<file path="config.mk">
export PLATFORM = sky130hd
export DESIGN_NAME = uefcr_regs
export DESIGN_NICKNAME = d
export VERILOG_FILES = /design/src/uefcr_regs.v
export VERILOG_INCLUDE_DIRS = /design/src
export SDC_FILE = /design/constraint.sdc
export NUM_CORES = 1
export LEC_CHECK = 0
export BUFFER_PORTS_ARGS = -buffer_cell sky130_fd_sc_hd__buf_4
export CORE_MARGIN = 5
export CORE_UTILIZATION = 39
export DETAILED_ROUTE_END_ITERATION = 12
export PLACE_DENSITY = 0.79
export SLEW_MARGIN = 20
export SYNTH_ARGS = -nofsm -noshare
export SYNTH_HDL_FRONTEND = slang
export SYNTH_SLANG_ARGS = --single-unit
export TNS_END_PERCENT = 20
</file>
<file path="constraint.sdc">
create_clock -name i_clk -period 0.9 [get_ports i_clk]
set_input_delay 0.09 -clock i_clk [delete_from_list [all_inputs] [get_ports i_clk]]
set_output_delay 0.09 -clock i_clk [all_outputs]
set_load 0.1 [all_outputs]
</file>
<file path="src/uefcr_defs.vh">
// Purpose: Constants for the bridge FIFO and configuration register bank
// Assumes: Byte addresses on a plain register port, 32-bit data
// Notes:   Interrupt registers sit beside the configuration registers
`ifndef UEFCR_DEFS_VH
`define UEFCR_DEFS_VH
`define UEFCR_AW              8
`define UEFCR_DW              32
`define UEFCR_ADDR_RX_CTRL    8'h0c
`define UEFCR_ADDR_TX_CTRL    8'h10
`define UEFCR_ADDR_HARDWARE_CONFIG     8'h14
`define UEFCR_ADDR_IRQ_STS    8'h18
`define UEFCR_ADDR_IRQ_MASK   8'h1c
`define UEFCR_RX_FLUSH_BIT    0
`define UEFCR_TX_FLUSH_BIT    0
`define UEFCR_TX_STOP_BIT     1
`define UEFCR_TX_RUN_BIT      2
`define UEFCR_RST_PROT_BIT    15
`define UEFCR_EMU_SEL_BIT     16
`define UEFCR_DETACH_REQ_BIT  17
`define UEFCR_DETACH_FLG_BIT  18
`define UEFCR_IRQ_HALT_BIT    0
`define UEFCR_IRQ_W           1
`define UEFCR_ZERO32          32'h00000000
`endif

</file>
<file path="src/uefcr_regs.v">
// Purpose: Receive/transmit control and hardware configuration registers
// Assumes: One clock; power-on reset separate from the device reset
// Notes:   Protected fields survive the device reset but not power-on reset
`timescale 1ns/1ps
`include "uefcr_defs.vh"

// Contract
// - Receive flush pulses receive pointer reset
// - Run bit enables transmitter to drain data
// - Run bit self-clears after halt completes
// - Halt request finishes current frame, stops
// - Halt bit clears only once fully stopped
// - Writes to halt bit ignored while set
// - Halt clears only with datapath empty
// - Transmit flush pulses transmit pointer reset
// - Halt completion pulses sticky interrupt status
// - Detach flag readable, cleared by write
// - Detach request disconnects from the bus
// - Reattach reconnects and sets detach flag
// - Emulation select picks source without EEPROM
// - Emulation select ignored with EEPROM present
// - Emulation select kept through protected reset
// - Protection keeps fields except power-on reset
module uefcr_regs
(
  // Clock and resets
  input  wire                   i_clk,
  input  wire                   i_rst_n,
  input  wire                   i_por_n,
  // Register port
  input  wire [`UEFCR_AW-1:0]   i_addr,
  input  wire [`UEFCR_DW-1:0]   i_wdata,
  input  wire                   i_wr,
  input  wire                   i_rd,
  output reg  [`UEFCR_DW-1:0]   o_rdata,
  // Transmitter handshake
  input  wire                   i_tx_in_frame,
  input  wire                   i_tx_path_empty,
  output reg                    o_tx_enable,
  output reg                    o_tx_stop_req,
  // FIFO pointer resets
  output reg                    o_rx_ptr_reset,
  output reg                    o_tx_ptr_reset,
  // Attach control
  input  wire                   i_phy_link,
  input  wire                   i_gpio_wake,
  output reg                    o_bus_detached,
  // Configuration source
  input  wire                   i_eeprom_present,
  output reg                    o_use_desc_ram,
  // Interrupt
  output reg                    o_irq
);

  reg                     rst_s1;
  reg                     rst_s2;
  reg                     tx_run;
  reg                     tx_stop;
  reg                     detach_flag;
  reg                     detached;
  reg                     rst_prot;
  reg                     emu_sel;
  reg  [`UEFCR_IRQ_W-1:0] irq_sts;
  reg  [`UEFCR_IRQ_W-1:0] irq_mask;
  reg  [`UEFCR_DW-1:0]    next_rdata;
  wire                    tx_halted;
  wire                    halt_done;
  wire                    wr_rx;
  wire                    wr_tx;
  wire                    wr_hw;
  wire                    reattach;
  wire                    prot_rst_n;

  // Reset released through two flops
  always @(posedge i_clk or negedge i_rst_n)
  begin
    if (!i_rst_n)
    begin
      rst_s1 <= 1'b0;
      rst_s2 <= 1'b0;
    end
    else
    begin
      rst_s1 <= 1'b1;
      rst_s2 <= rst_s1;
    end
  end

  assign wr_rx = i_wr && (i_addr == `UEFCR_ADDR_RX_CTRL);
  assign wr_tx = i_wr && (i_addr == `UEFCR_ADDR_TX_CTRL);
  assign wr_hw = i_wr && (i_addr == `UEFCR_ADDR_HARDWARE_CONFIG);

  // Halted means outside a frame with nothing left in the datapath
  assign tx_halted = !i_tx_in_frame && i_tx_path_empty;
  // The request must have reached the transmitter, else a frame could start
  // in the cycle the halt is declared and leave data behind it
  assign halt_done = tx_stop && o_tx_stop_req && tx_halted;
  assign reattach  = detached && (i_phy_link || i_gpio_wake);

  // Transmit control
  always @(posedge i_clk or negedge rst_s2)
  begin
    if (!rst_s2)
    begin
      tx_run  <= 1'b0;
      tx_stop <= 1'b0;
    end
    else
    begin
      if (halt_done)
        tx_run <= 1'b0;
      else if (wr_tx)
        tx_run <= i_wdata[`UEFCR_TX_RUN_BIT];
      if (halt_done)
        tx_stop <= 1'b0;
      else if (wr_tx && !tx_stop)
        tx_stop <= i_wdata[`UEFCR_TX_STOP_BIT];
    end
  end

  // Flush strobes last one cycle and read back as zero
  always @(posedge i_clk or negedge rst_s2)
  begin
    if (!rst_s2)
    begin
      o_rx_ptr_reset <= 1'b0;
      o_tx_ptr_reset <= 1'b0;
    end
    else
    begin
      o_rx_ptr_reset <= wr_rx && i_wdata[`UEFCR_RX_FLUSH_BIT];
      o_tx_ptr_reset <= wr_tx && i_wdata[`UEFCR_TX_FLUSH_BIT];
    end
  end

  // Detach and reattach; the request bit is a write strobe only
  always @(posedge i_clk or negedge rst_s2)
  begin
    if (!rst_s2)
    begin
      detached    <= 1'b0;
      detach_flag <= 1'b0;
    end
    else
    begin
      if (reattach)
        detached <= 1'b0;
      else if (wr_hw && i_wdata[`UEFCR_DETACH_REQ_BIT])
        detached <= 1'b1;
      // Set wins over the software clear
      if (reattach)
        detach_flag <= 1'b1;
      else if (wr_hw && i_wdata[`UEFCR_DETACH_FLG_BIT])
        detach_flag <= 1'b0;
    end
  end

  // Protection bit itself is cleared by power-on reset or a write, never by device reset
  always @(posedge i_clk or negedge i_por_n)
  begin
    if (!i_por_n)
      rst_prot <= 1'b0;
    else if (!rst_s2 && !rst_prot)
      rst_prot <= 1'b0;
    else if (wr_hw)
      rst_prot <= i_wdata[`UEFCR_RST_PROT_BIT];
  end

  // Protected field: device reset clears it only when unprotected
  assign prot_rst_n = rst_s2 || rst_prot;
  always @(posedge i_clk or negedge i_por_n)
  begin
    if (!i_por_n)
      emu_sel <= 1'b0;
    else if (!prot_rst_n)
      emu_sel <= 1'b0;
    else if (wr_hw)
      emu_sel <= i_wdata[`UEFCR_EMU_SEL_BIT];
  end

  // Interrupt status, write one to clear, set wins
  always @(posedge i_clk or negedge rst_s2)
  begin
    if (!rst_s2)
    begin
      irq_sts  <= {`UEFCR_IRQ_W{1'b0}};
      irq_mask <= {`UEFCR_IRQ_W{1'b0}};
    end
    else
    begin
      if (halt_done)
        irq_sts[`UEFCR_IRQ_HALT_BIT] <= 1'b1;
      else if (i_wr && (i_addr == `UEFCR_ADDR_IRQ_STS) && i_wdata[`UEFCR_IRQ_HALT_BIT])
        irq_sts[`UEFCR_IRQ_HALT_BIT] <= 1'b0;
      if (i_wr && (i_addr == `UEFCR_ADDR_IRQ_MASK))
        irq_mask <= i_wdata[`UEFCR_IRQ_W-1:0];
    end
  end

  // Read mux; unmapped and reserved bits read zero
  always @*
  begin
    next_rdata = `UEFCR_ZERO32;
    case (i_addr)
      `UEFCR_ADDR_TX_CTRL:
      begin
        next_rdata[`UEFCR_TX_RUN_BIT]  = tx_run;
        next_rdata[`UEFCR_TX_STOP_BIT] = tx_stop;
      end
      `UEFCR_ADDR_HARDWARE_CONFIG:
      begin
        next_rdata[`UEFCR_DETACH_FLG_BIT] = detach_flag;
        next_rdata[`UEFCR_EMU_SEL_BIT]    = emu_sel;
        next_rdata[`UEFCR_RST_PROT_BIT]   = rst_prot;
      end
      `UEFCR_ADDR_IRQ_STS:
        next_rdata[`UEFCR_IRQ_W-1:0] = irq_sts;
      `UEFCR_ADDR_IRQ_MASK:
        next_rdata[`UEFCR_IRQ_W-1:0] = irq_mask;
      default:
        next_rdata = `UEFCR_ZERO32;
    endcase
  end

  // Registered outputs
  always @(posedge i_clk or negedge rst_s2)
  begin
    if (!rst_s2)
    begin
      o_rdata        <= `UEFCR_ZERO32;
      o_tx_enable    <= 1'b0;
      o_tx_stop_req  <= 1'b0;
      o_bus_detached <= 1'b0;
      o_use_desc_ram <= 1'b0;
      o_irq          <= 1'b0;
    end
    else
    begin
      o_rdata        <= i_rd ? next_rdata : `UEFCR_ZERO32;
      o_tx_enable    <= tx_run;
      o_tx_stop_req  <= tx_stop;
      o_bus_detached <= detached;
      o_use_desc_ram <= emu_sel && !i_eeprom_present;
      o_irq          <= |(irq_sts & irq_mask);
    end
  end

endmodule

</file>
==> results of run 1 <==
[path summary, 6_finish.rpt]
| path | end | slack [ns] |
|---|---|---|
| setup / recovery | o_tx_stop_req | -0.16 |
| hold / removal | tx_run | 0.03 |
| setup reg to reg | irq_sts | -0.06 |
| hold reg to reg | o_rdata[15] | 0.22 |
| max in group asynchronous | o_tx_stop_req | 0.47 |
| min in group asynchronous | emu_sel | 0.08 |
[worst reg2reg max path: stages, from the launching register on]
cell and delay (ns):
dfrtp_4 0.51, nand4b_1 0.16, inv_2 0.06, a21o_1 0.14
[area by class of cell]
cell class	instances	area, um^2
fillers	208	1170
flip-flops and latches	23	581
repair buffers	50	508
multi-input cells	74	448
well taps	31	38.8
clock buffers	4	26.3
inverters	2	7.51
[cells in the final DEF, fill, tap and decap left out]
cell / synthesis / routed
and4b_1: 1 / 1
nand4_1: 2 / 2
and2b_2: 1 / 1
o2bb2ai_1: 1 / 1
nand3_2: 1 / 1
inv_1: 2 / 1
buf_8: 0 / 8
mux2i_1: 3 / 3
buf_12: 0 / 5
nor4_4: 2 / 2
buf_4: 26 / 33
dlygate4sd3_1: 0 / 4
and3_1: 5 / 5
dfrtp_2: 0 / 1
dfrtp_4: 0 / 1
conb_1: 2 / 27
nand3_1: 3 / 3
nand4b_1: 2 / 2
clkbuf_1: 0 / 1
clkbuf_4: 0 / 3
o21ai_0: 3 / 3
nor2_1: 4 / 4
and2_1: 5 / 5
nand2_1: 5 / 5
nor3_1: 1 / 1
inv_2: 0 / 1
nor4b_2: 1 / 1
mux2_2: 1 / 1
o21a_1: 1 / 1
nor2b_1: 1 / 1
a41o_2: 1 / 1
a21o_1: 1 / 1
a41oi_1: 1 / 1
and3_2: 1 / 1
dfrtp_1: 23 / 21
[kinds of logic (layout without fill, tap and decap cells)]
| kind of cell | Yosys count | after routing | share of synthesized area (%) |
|---|---|---|---|
| AOI/OAI and AO/OA | 8 | 8 | 5.19 |
| other | 2 | 27 | 0.663 |
| buffers and inverters | 28 | 56 | 17.9 |
| DFF | 23 | 23 | 50.8 |
| muxes | 4 | 4 | 3.65 |
| and+or+nand+nor | 35 | 35 | 21.8 |
[power breakdown]
part | switching, W | leakage, nW | internal, W
Combinational | 0.000603 | 0.519 | 0.000146
Clock | 0.000288 | 0.0150 | 0.000172
Sequential | 0.0000180 | 0.309 | 0.00106
[per-layer routing]
metal  global-route usage, %  share of wire, %
met1                    14.5                36
met3                    3.15               9.7
met4                    5.71               2.0
met5                       0                 0
met2                    26.0                53
[repair_timing]
action,in CTS,in global routing
hold endpoints to repair,5,1
gates resized for setup,28,4
endpoints found under the setup margin,14,16
hold buffers,3,1
[stage by stage]
stage | setup TNS (ns) | std cells | setup WS [ns] | power, W
3_3_place_gp | -1.57 | 176 | -0.144 | 0.00180
3_5_place_dp | -2.08 | 176 | -0.180 | 0.00181
6_report | -1.23 | 184 | -0.165 | 0.00228
2_1_floorplan | -1.45 | 125 | -0.190 | 0.00174
4_1_cts | -1.24 | 183 | -0.176 | 0.00228
5_1_grt | -1.88 | 184 | -0.207 | 0.00238
==> results.md, run 1 <==
- Worst clock skew: 0.0117 ns
- Pre-antenna DRT Iters: 4
- Io pins: 89
- Cell Chain, Critical Path: buf_12
- Worst hold start: i_wdata[2]
- Setup Fix Bufs, Post-CTS: 0
- Critical path fanouts, max: 2
- Biggest area consumer among synthesized cells: dfrtp_1
- Critical path type: reg2out
- I/O Buffers: 37
- Detailed Route Iter0 Violations: 39
- CP Capture Type: output pin
- Layout net count: 204
- Clock sinks: 23
- Area fraction of the dominant cell type after synthesis: 50.8%
- Reg clk slew, reported paths: 0.11 ns
- CTS HTree Levels: 1
- CTS tree: done
- PnR worst setup slack: -0.165 ns
- Max-slew violation count: 0
- Static leakage: 0.843 nW
- Critical R2R Launch: o_tx_stop_req
- Core footprint: 2780 um^2
- Area added between synthesis and finish: 42.1%
- Worst hold path type: in2reg
- Main synth FF type: dfrtp_1
- Period minus WS final: 1.06 ns
- Top post-synthesis cells by area: dfrtp_1, buf_4, nor4_4, and2_1, and3_1
- Core Util, Final: 57.8%
- Hold_ws: 0.0320 ns
- Routed len/inst: 14.9 um
- Final hold viol count: 0
- Synth warn: 0
- Detailed-route wire length: 2740 um
- PD cells: 1420 nW/um^2
- MaxCap Viol Count: 0
- Post-synth EDFFs: 0
- GRT Overall Usage: 13.8%
- Design area: 1610 um^2
- Worst reg2reg path depth: 3
- Post-synthesis sequential area ratio: 50.8%
- Unrepaired setup endpoints after global routing: true
- Syn Inst Count: 100
- GR Overflow Total: 0
- WP data arrival: 0.97 ns
- Mapped Area: 1130 um^2
- Commonest cells post-synth: buf_4, dfrtp_1, and2_1, and3_1, nand2_1
- Max Fclk: 939 MHz
- Die width: 63.9 um
- WP data required: 0.81 ns
- Antenna viol nets, final: 0
- Die Area: 4080 um^2
- Initial Util: 40.7%
- Final setup fails: 15
- Unique cell type count in the Yosys netlist: 27
- Hold depth: 3
- CP startpoint kind: flip-flop
- Row cnt: 19
- # DRC: 0
- Largest Register: o_rdata
- Peak supply drop: 1.02 mV
- Fin crit share: 118%
- Failing checks: negative setup slack
- Top delay family on crit path: flip-flops
- Levels on crit path: 1
- Largest net degree at the start of global routing: 13
- Worst path buffer plus inverter count: 1
- Slowest-stage cell, CP: dfrtp_4
- Via count: 890
- Global-route wire length before repair: 4430 um
- Status: finished, violations left
- Avg Synthesized Cell Area: 11.3 um^2
- CP max stage delay: 0.51 ns
- Max reg flops: 6
- # diodes: 0
- HPWL after detailed placement: 2020 um
- Die height: 63.9 um
- Root Driver: clkbuf_4
- Initial antenna violation count: 0
- DP Area: 1420 um^2
- Gpl congestion: 0.858
- Synth Register Bits: 23
- Clk buf depth: 2
- Number of clock buffers inserted by TritonCTS: 3
- CP startpoint: o_tx_stop_req
- Drt via density: 4.84
- Vias in the first global route: 981
- Asr flop ratio synth: 100%
- Share of cells above drive strength 1: 39.2%
- Most frequent cell after synthesis: buf_4
- Worst skew pair latency: 0.30 ns
Note: power is estimated with default switching activity, not from simulation.
==> inputs of run 2 (changes only) <==
--- a/config.mk
+++ b/config.mk
@@ -6,11 +6,13 @@
 export SDC_FILE = /design/constraint.sdc
 export NUM_CORES = 1
 export LEC_CHECK = 0
+export ABC_AREA = 1
 export BUFFER_PORTS_ARGS = -buffer_cell sky130_fd_sc_hd__buf_4
+export CAP_MARGIN = 20
 export CORE_MARGIN = 5
-export CORE_UTILIZATION = 39
+export CORE_UTILIZATION = 40
 export DETAILED_ROUTE_END_ITERATION = 12
-export PLACE_DENSITY = 0.79
+export PLACE_DENSITY = 0.8
 export SLEW_MARGIN = 20
 export SYNTH_ARGS = -nofsm -noshare
 export SYNTH_HDL_FRONTEND = slang
==> results.md, run 2 <==
- Core Util, Final: 56.0% (was 57.8%)
- MaxCap Viol Count: 0 (unchanged)
- Hold depth: 4 (was 3)
- Detailed-route wire length: 2280 um (was 2740 um)
- Main synth FF type: dfrtp_1 (unchanged)
- Max reg flops: 6 (unchanged)
- Row cnt: 19 (unchanged)
- Root Driver: clkbuf_4 (unchanged)
- Synth Register Bits: 23 (unchanged)
- Max-slew violation count: 0 (unchanged)
- Max Fclk: 928 MHz (was 939 MHz)
- Pre-antenna DRT Iters: 4 (unchanged)
- Area added between synthesis and finish: 31.7% (was 42.1%)
- Commonest cells post-synth: buf_4, dfrtp_1, nand2_1, inv_1, nor2_1 (was buf_4, dfrtp_1, and2_1, and3_1, nand2_1)
- Critical path fanouts, max: 2 (unchanged)
- Fin crit share: 120% (was 118%)
- Final hold viol count: 0 (unchanged)
- Top delay family on crit path: flip-flops (unchanged)
- Core footprint: 2810 um^2 (was 2780 um^2)
- Commonest non-fill, non-tap cell in the layout: conb_1 (was buf_4)
- Gpl congestion: 0.761 (was 0.858)
- Critical R2R Launch: o_tx_stop_req (unchanged)
- Reg clk slew, reported paths: 0.11 ns (about the same)
- CTS HTree Levels: 1 (unchanged)
- WP data required: 0.81 ns (about the same)
- Syn Inst Count: 129 (was 100)
- Via count: 863 (was 890)
- Largest net degree at the start of global routing: 20 (was 13)
- GRT Overall Usage: 11.6% (was 13.8%)
- Die Area: 4180 um^2 (was 4080 um^2)
- Number of clock buffers inserted by TritonCTS: 3 (unchanged)
- Dpl ws: -0.0494 ns (was -0.180 ns)
- Share of cells above drive strength 1: 34.3% (was 39.2%)
- Drt via density: 4.25 (was 4.84)
- Failing checks: negative setup slack (unchanged)
- Peak supply drop: 0.673 mV (was 1.02 mV)
- Worst clock skew: 0.00102 ns (was 0.0117 ns)
- Biggest area consumer among synthesized cells: dfrtp_1 (unchanged)
- FF-to-FF setup slack: -0.01 ns (was -0.06 ns)
- Worst hold path type: in2reg (unchanged)
- Vias in the first global route: 852 (was 981)
- CP startpoint: o_tx_stop_req (unchanged)
- Combinational share of power: 37.4% (was 32.8%)
- Worst path buffer plus inverter count: 1 (unchanged)
- Die width: 64.6 um (was 63.9 um)
- Clock network power share: 17.7% (was 20.1%)
- PnR Total Power: 0.00261 W (was 0.00228 W)
- Largest Register: o_rdata (unchanged)
- Static leakage: 0.859 nW (was 0.843 nW)
- Critical path type: reg2out (unchanged)
- # diodes: 0 (unchanged)
- CP max stage delay: 0.51 ns (about the same)
- Worst min-delay path endpoint: o_rx_ptr_reset (was tx_run)
- I/O Buffers: 37 (unchanged)
- HPWL after detailed placement: 1710 um (was 2020 um)
- Layout net count: 223 (was 204)
- PD cells: 1660 nW/um^2 (was 1420 nW/um^2)
- Status: finished, violations left (unchanged)
- Reg-to-reg endpoint: tx_run (was irq_sts)
- Initial antenna violation count: 0 (unchanged)
- Internal power: 0.00149 W (was 0.00138 W)
- Synth warn: 0 (unchanged)
- Mapped Area: 1190 um^2 (was 1130 um^2)
- Clock sinks: 23 (unchanged)
- Initial Util: 42.6% (was 40.7%)
- Clk buf depth: 2 (unchanged)
- CTS tree: done (unchanged)
- Worst hold start: i_addr[6] (was i_wdata[2])
- Post-synth EDFFs: 0 (unchanged)
- Unrepaired setup endpoints after global routing: true (unchanged)
- Hold_ws: 0.0154 ns (was 0.0320 ns)
- Unique cell type count in the Yosys netlist: 21 (was 27)
- Most frequent cells in the layout: conb_1, buf_4, dfrtp_1, nand2_1, inv_1 (was buf_4, conb_1, dfrtp_1, buf_8)
- Sw frac: 43.1% (was 39.8%)
- Asr flop ratio synth: 100% (unchanged)
- Most frequent cell after synthesis: buf_4 (unchanged)
- Top post-synthesis cells by area: dfrtp_1, buf_4, nand2_1, inv_1, nor2_4 (was dfrtp_1, buf_4, nor4_4, and2_1, and3_1)
- Global-route wire length before repair: 3710 um (was 4430 um)
- Post-synthesis sequential area ratio: 48.2% (was 50.8%)
- Io pins: 89 (unchanged)
- Worst skew pair latency: 0.31 ns (was 0.30 ns)
- Slowest-stage cell, CP: dfrtp_4 (unchanged)
- Setup Fix Bufs, Post-CTS: 0 (unchanged)
- Cell Chain, Critical Path: buf_12 (unchanged)
- Die height: 64.6 um (was 63.9 um)
- Worst reg2reg path depth: 3 (unchanged)
- Antenna viol nets, final: 0 (unchanged)
- PnR worst setup slack: -0.177 ns (was -0.165 ns)
- Final setup fails: 14 (was 15)
- Net switching power: 0.00113 W (was 0.000909 W)
- Avg Synthesized Cell Area: 9.25 um^2 (was 11.3 um^2)
- CP startpoint kind: flip-flop (unchanged)
- WP data arrival: 0.99 ns (was 0.97 ns)
- Detailed Route Iter0 Violations: 19 (was 39)
- GR Overflow Total: 0 (unchanged)
- Sequential share of power: 44.8% (was 47.1%)
- Routed len/inst: 11.2 um (was 14.9 um)
- Period minus WS final: 1.08 ns (was 1.06 ns)
- Area fraction of the dominant cell type after synthesis: 48.2% (was 50.8%)
- # DRC: 0 (unchanged)
- CP Capture Type: output pin (unchanged)
## run 2: cell count changes after synthesis, moves of 3 or more
cell     delta
nand2_1    +15
inv_1      +13
nor2_1      +7
and3_1      -5
nor2_4      +4
nand2_4     +3
and2_1      -5
mux2i_1     -3
## run 2: routing by layer
layer  track usage (%)  part of all wire [%]  vias to the layer above
li1                  -                     -                      428
met1              14.2                    40                      387
met2              18.6                    47                       44
met3              2.94                    11                        4
met4              6.33                   2.1                        0
met5                 0                     0                        -
## run 2: worst max-delay path by stage
stage / endpoint / slack, ns / cells past startpoint
floorplan: tx_run / -0.17 / 3
global placement: detach_flag / -0.02 / 7
detailed placement: detach_flag / -0.05 / 7
CTS: o_tx_stop_req / -0.18 / 1
global route: o_tx_stop_req / -0.21 / 1
finish: o_tx_stop_req / -0.18 / 1
## run 2: kinds of logic (layout without fill, tap and decap cells)
family          Yosys count  in the layout  synth area share [%]
compound gates            7              7                  3.67
flops                    23             23                  48.2
buf+inv                  44             62                  22.1
other cells               2             27                 0.629
simple gates             53             53                  25.4
## run 2: power by group through the flow
stage          clock (W)  sequential [W]  combinational (W)
5_1_grt         0.000510         0.00118            0.00102
3_3_place_gp           0         0.00117           0.000911
6_report        0.000464         0.00117           0.000979
4_1_cts         0.000468         0.00117           0.000975
3_5_place_dp           0         0.00118           0.000915
2_1_floorplan          0         0.00136           0.000657
## run 2: stage by stage
step                instance area, um^2  TNS [ns]  instances
global placement                   1420   -0.0546        196
finish                             1570     -1.14        203
detailed placement                 1420    -0.119        196
global route                       1570     -1.73        203
CTS                                1560     -1.18        203
floorplan                          1290     -1.39        154
## run 2: layout make-up
class	count	area, um^2
repair buffers	41	412
fillers	243	1230
multi-input cells	87	450
clock buffers	4	26.3
well taps	31	38.8
inverters	17	63.8
flip-flops and latches	23	581
## run 2: repair_timing
item | in CTS | in global routing
endpoints found under the hold margin | 5 | 0
cloned | 0 | 0
pin swaps | 2 | 3
resized for setup | 23 | 3
endpoints found under the setup margin | 15 | 17
hold buffers | 3 | 0
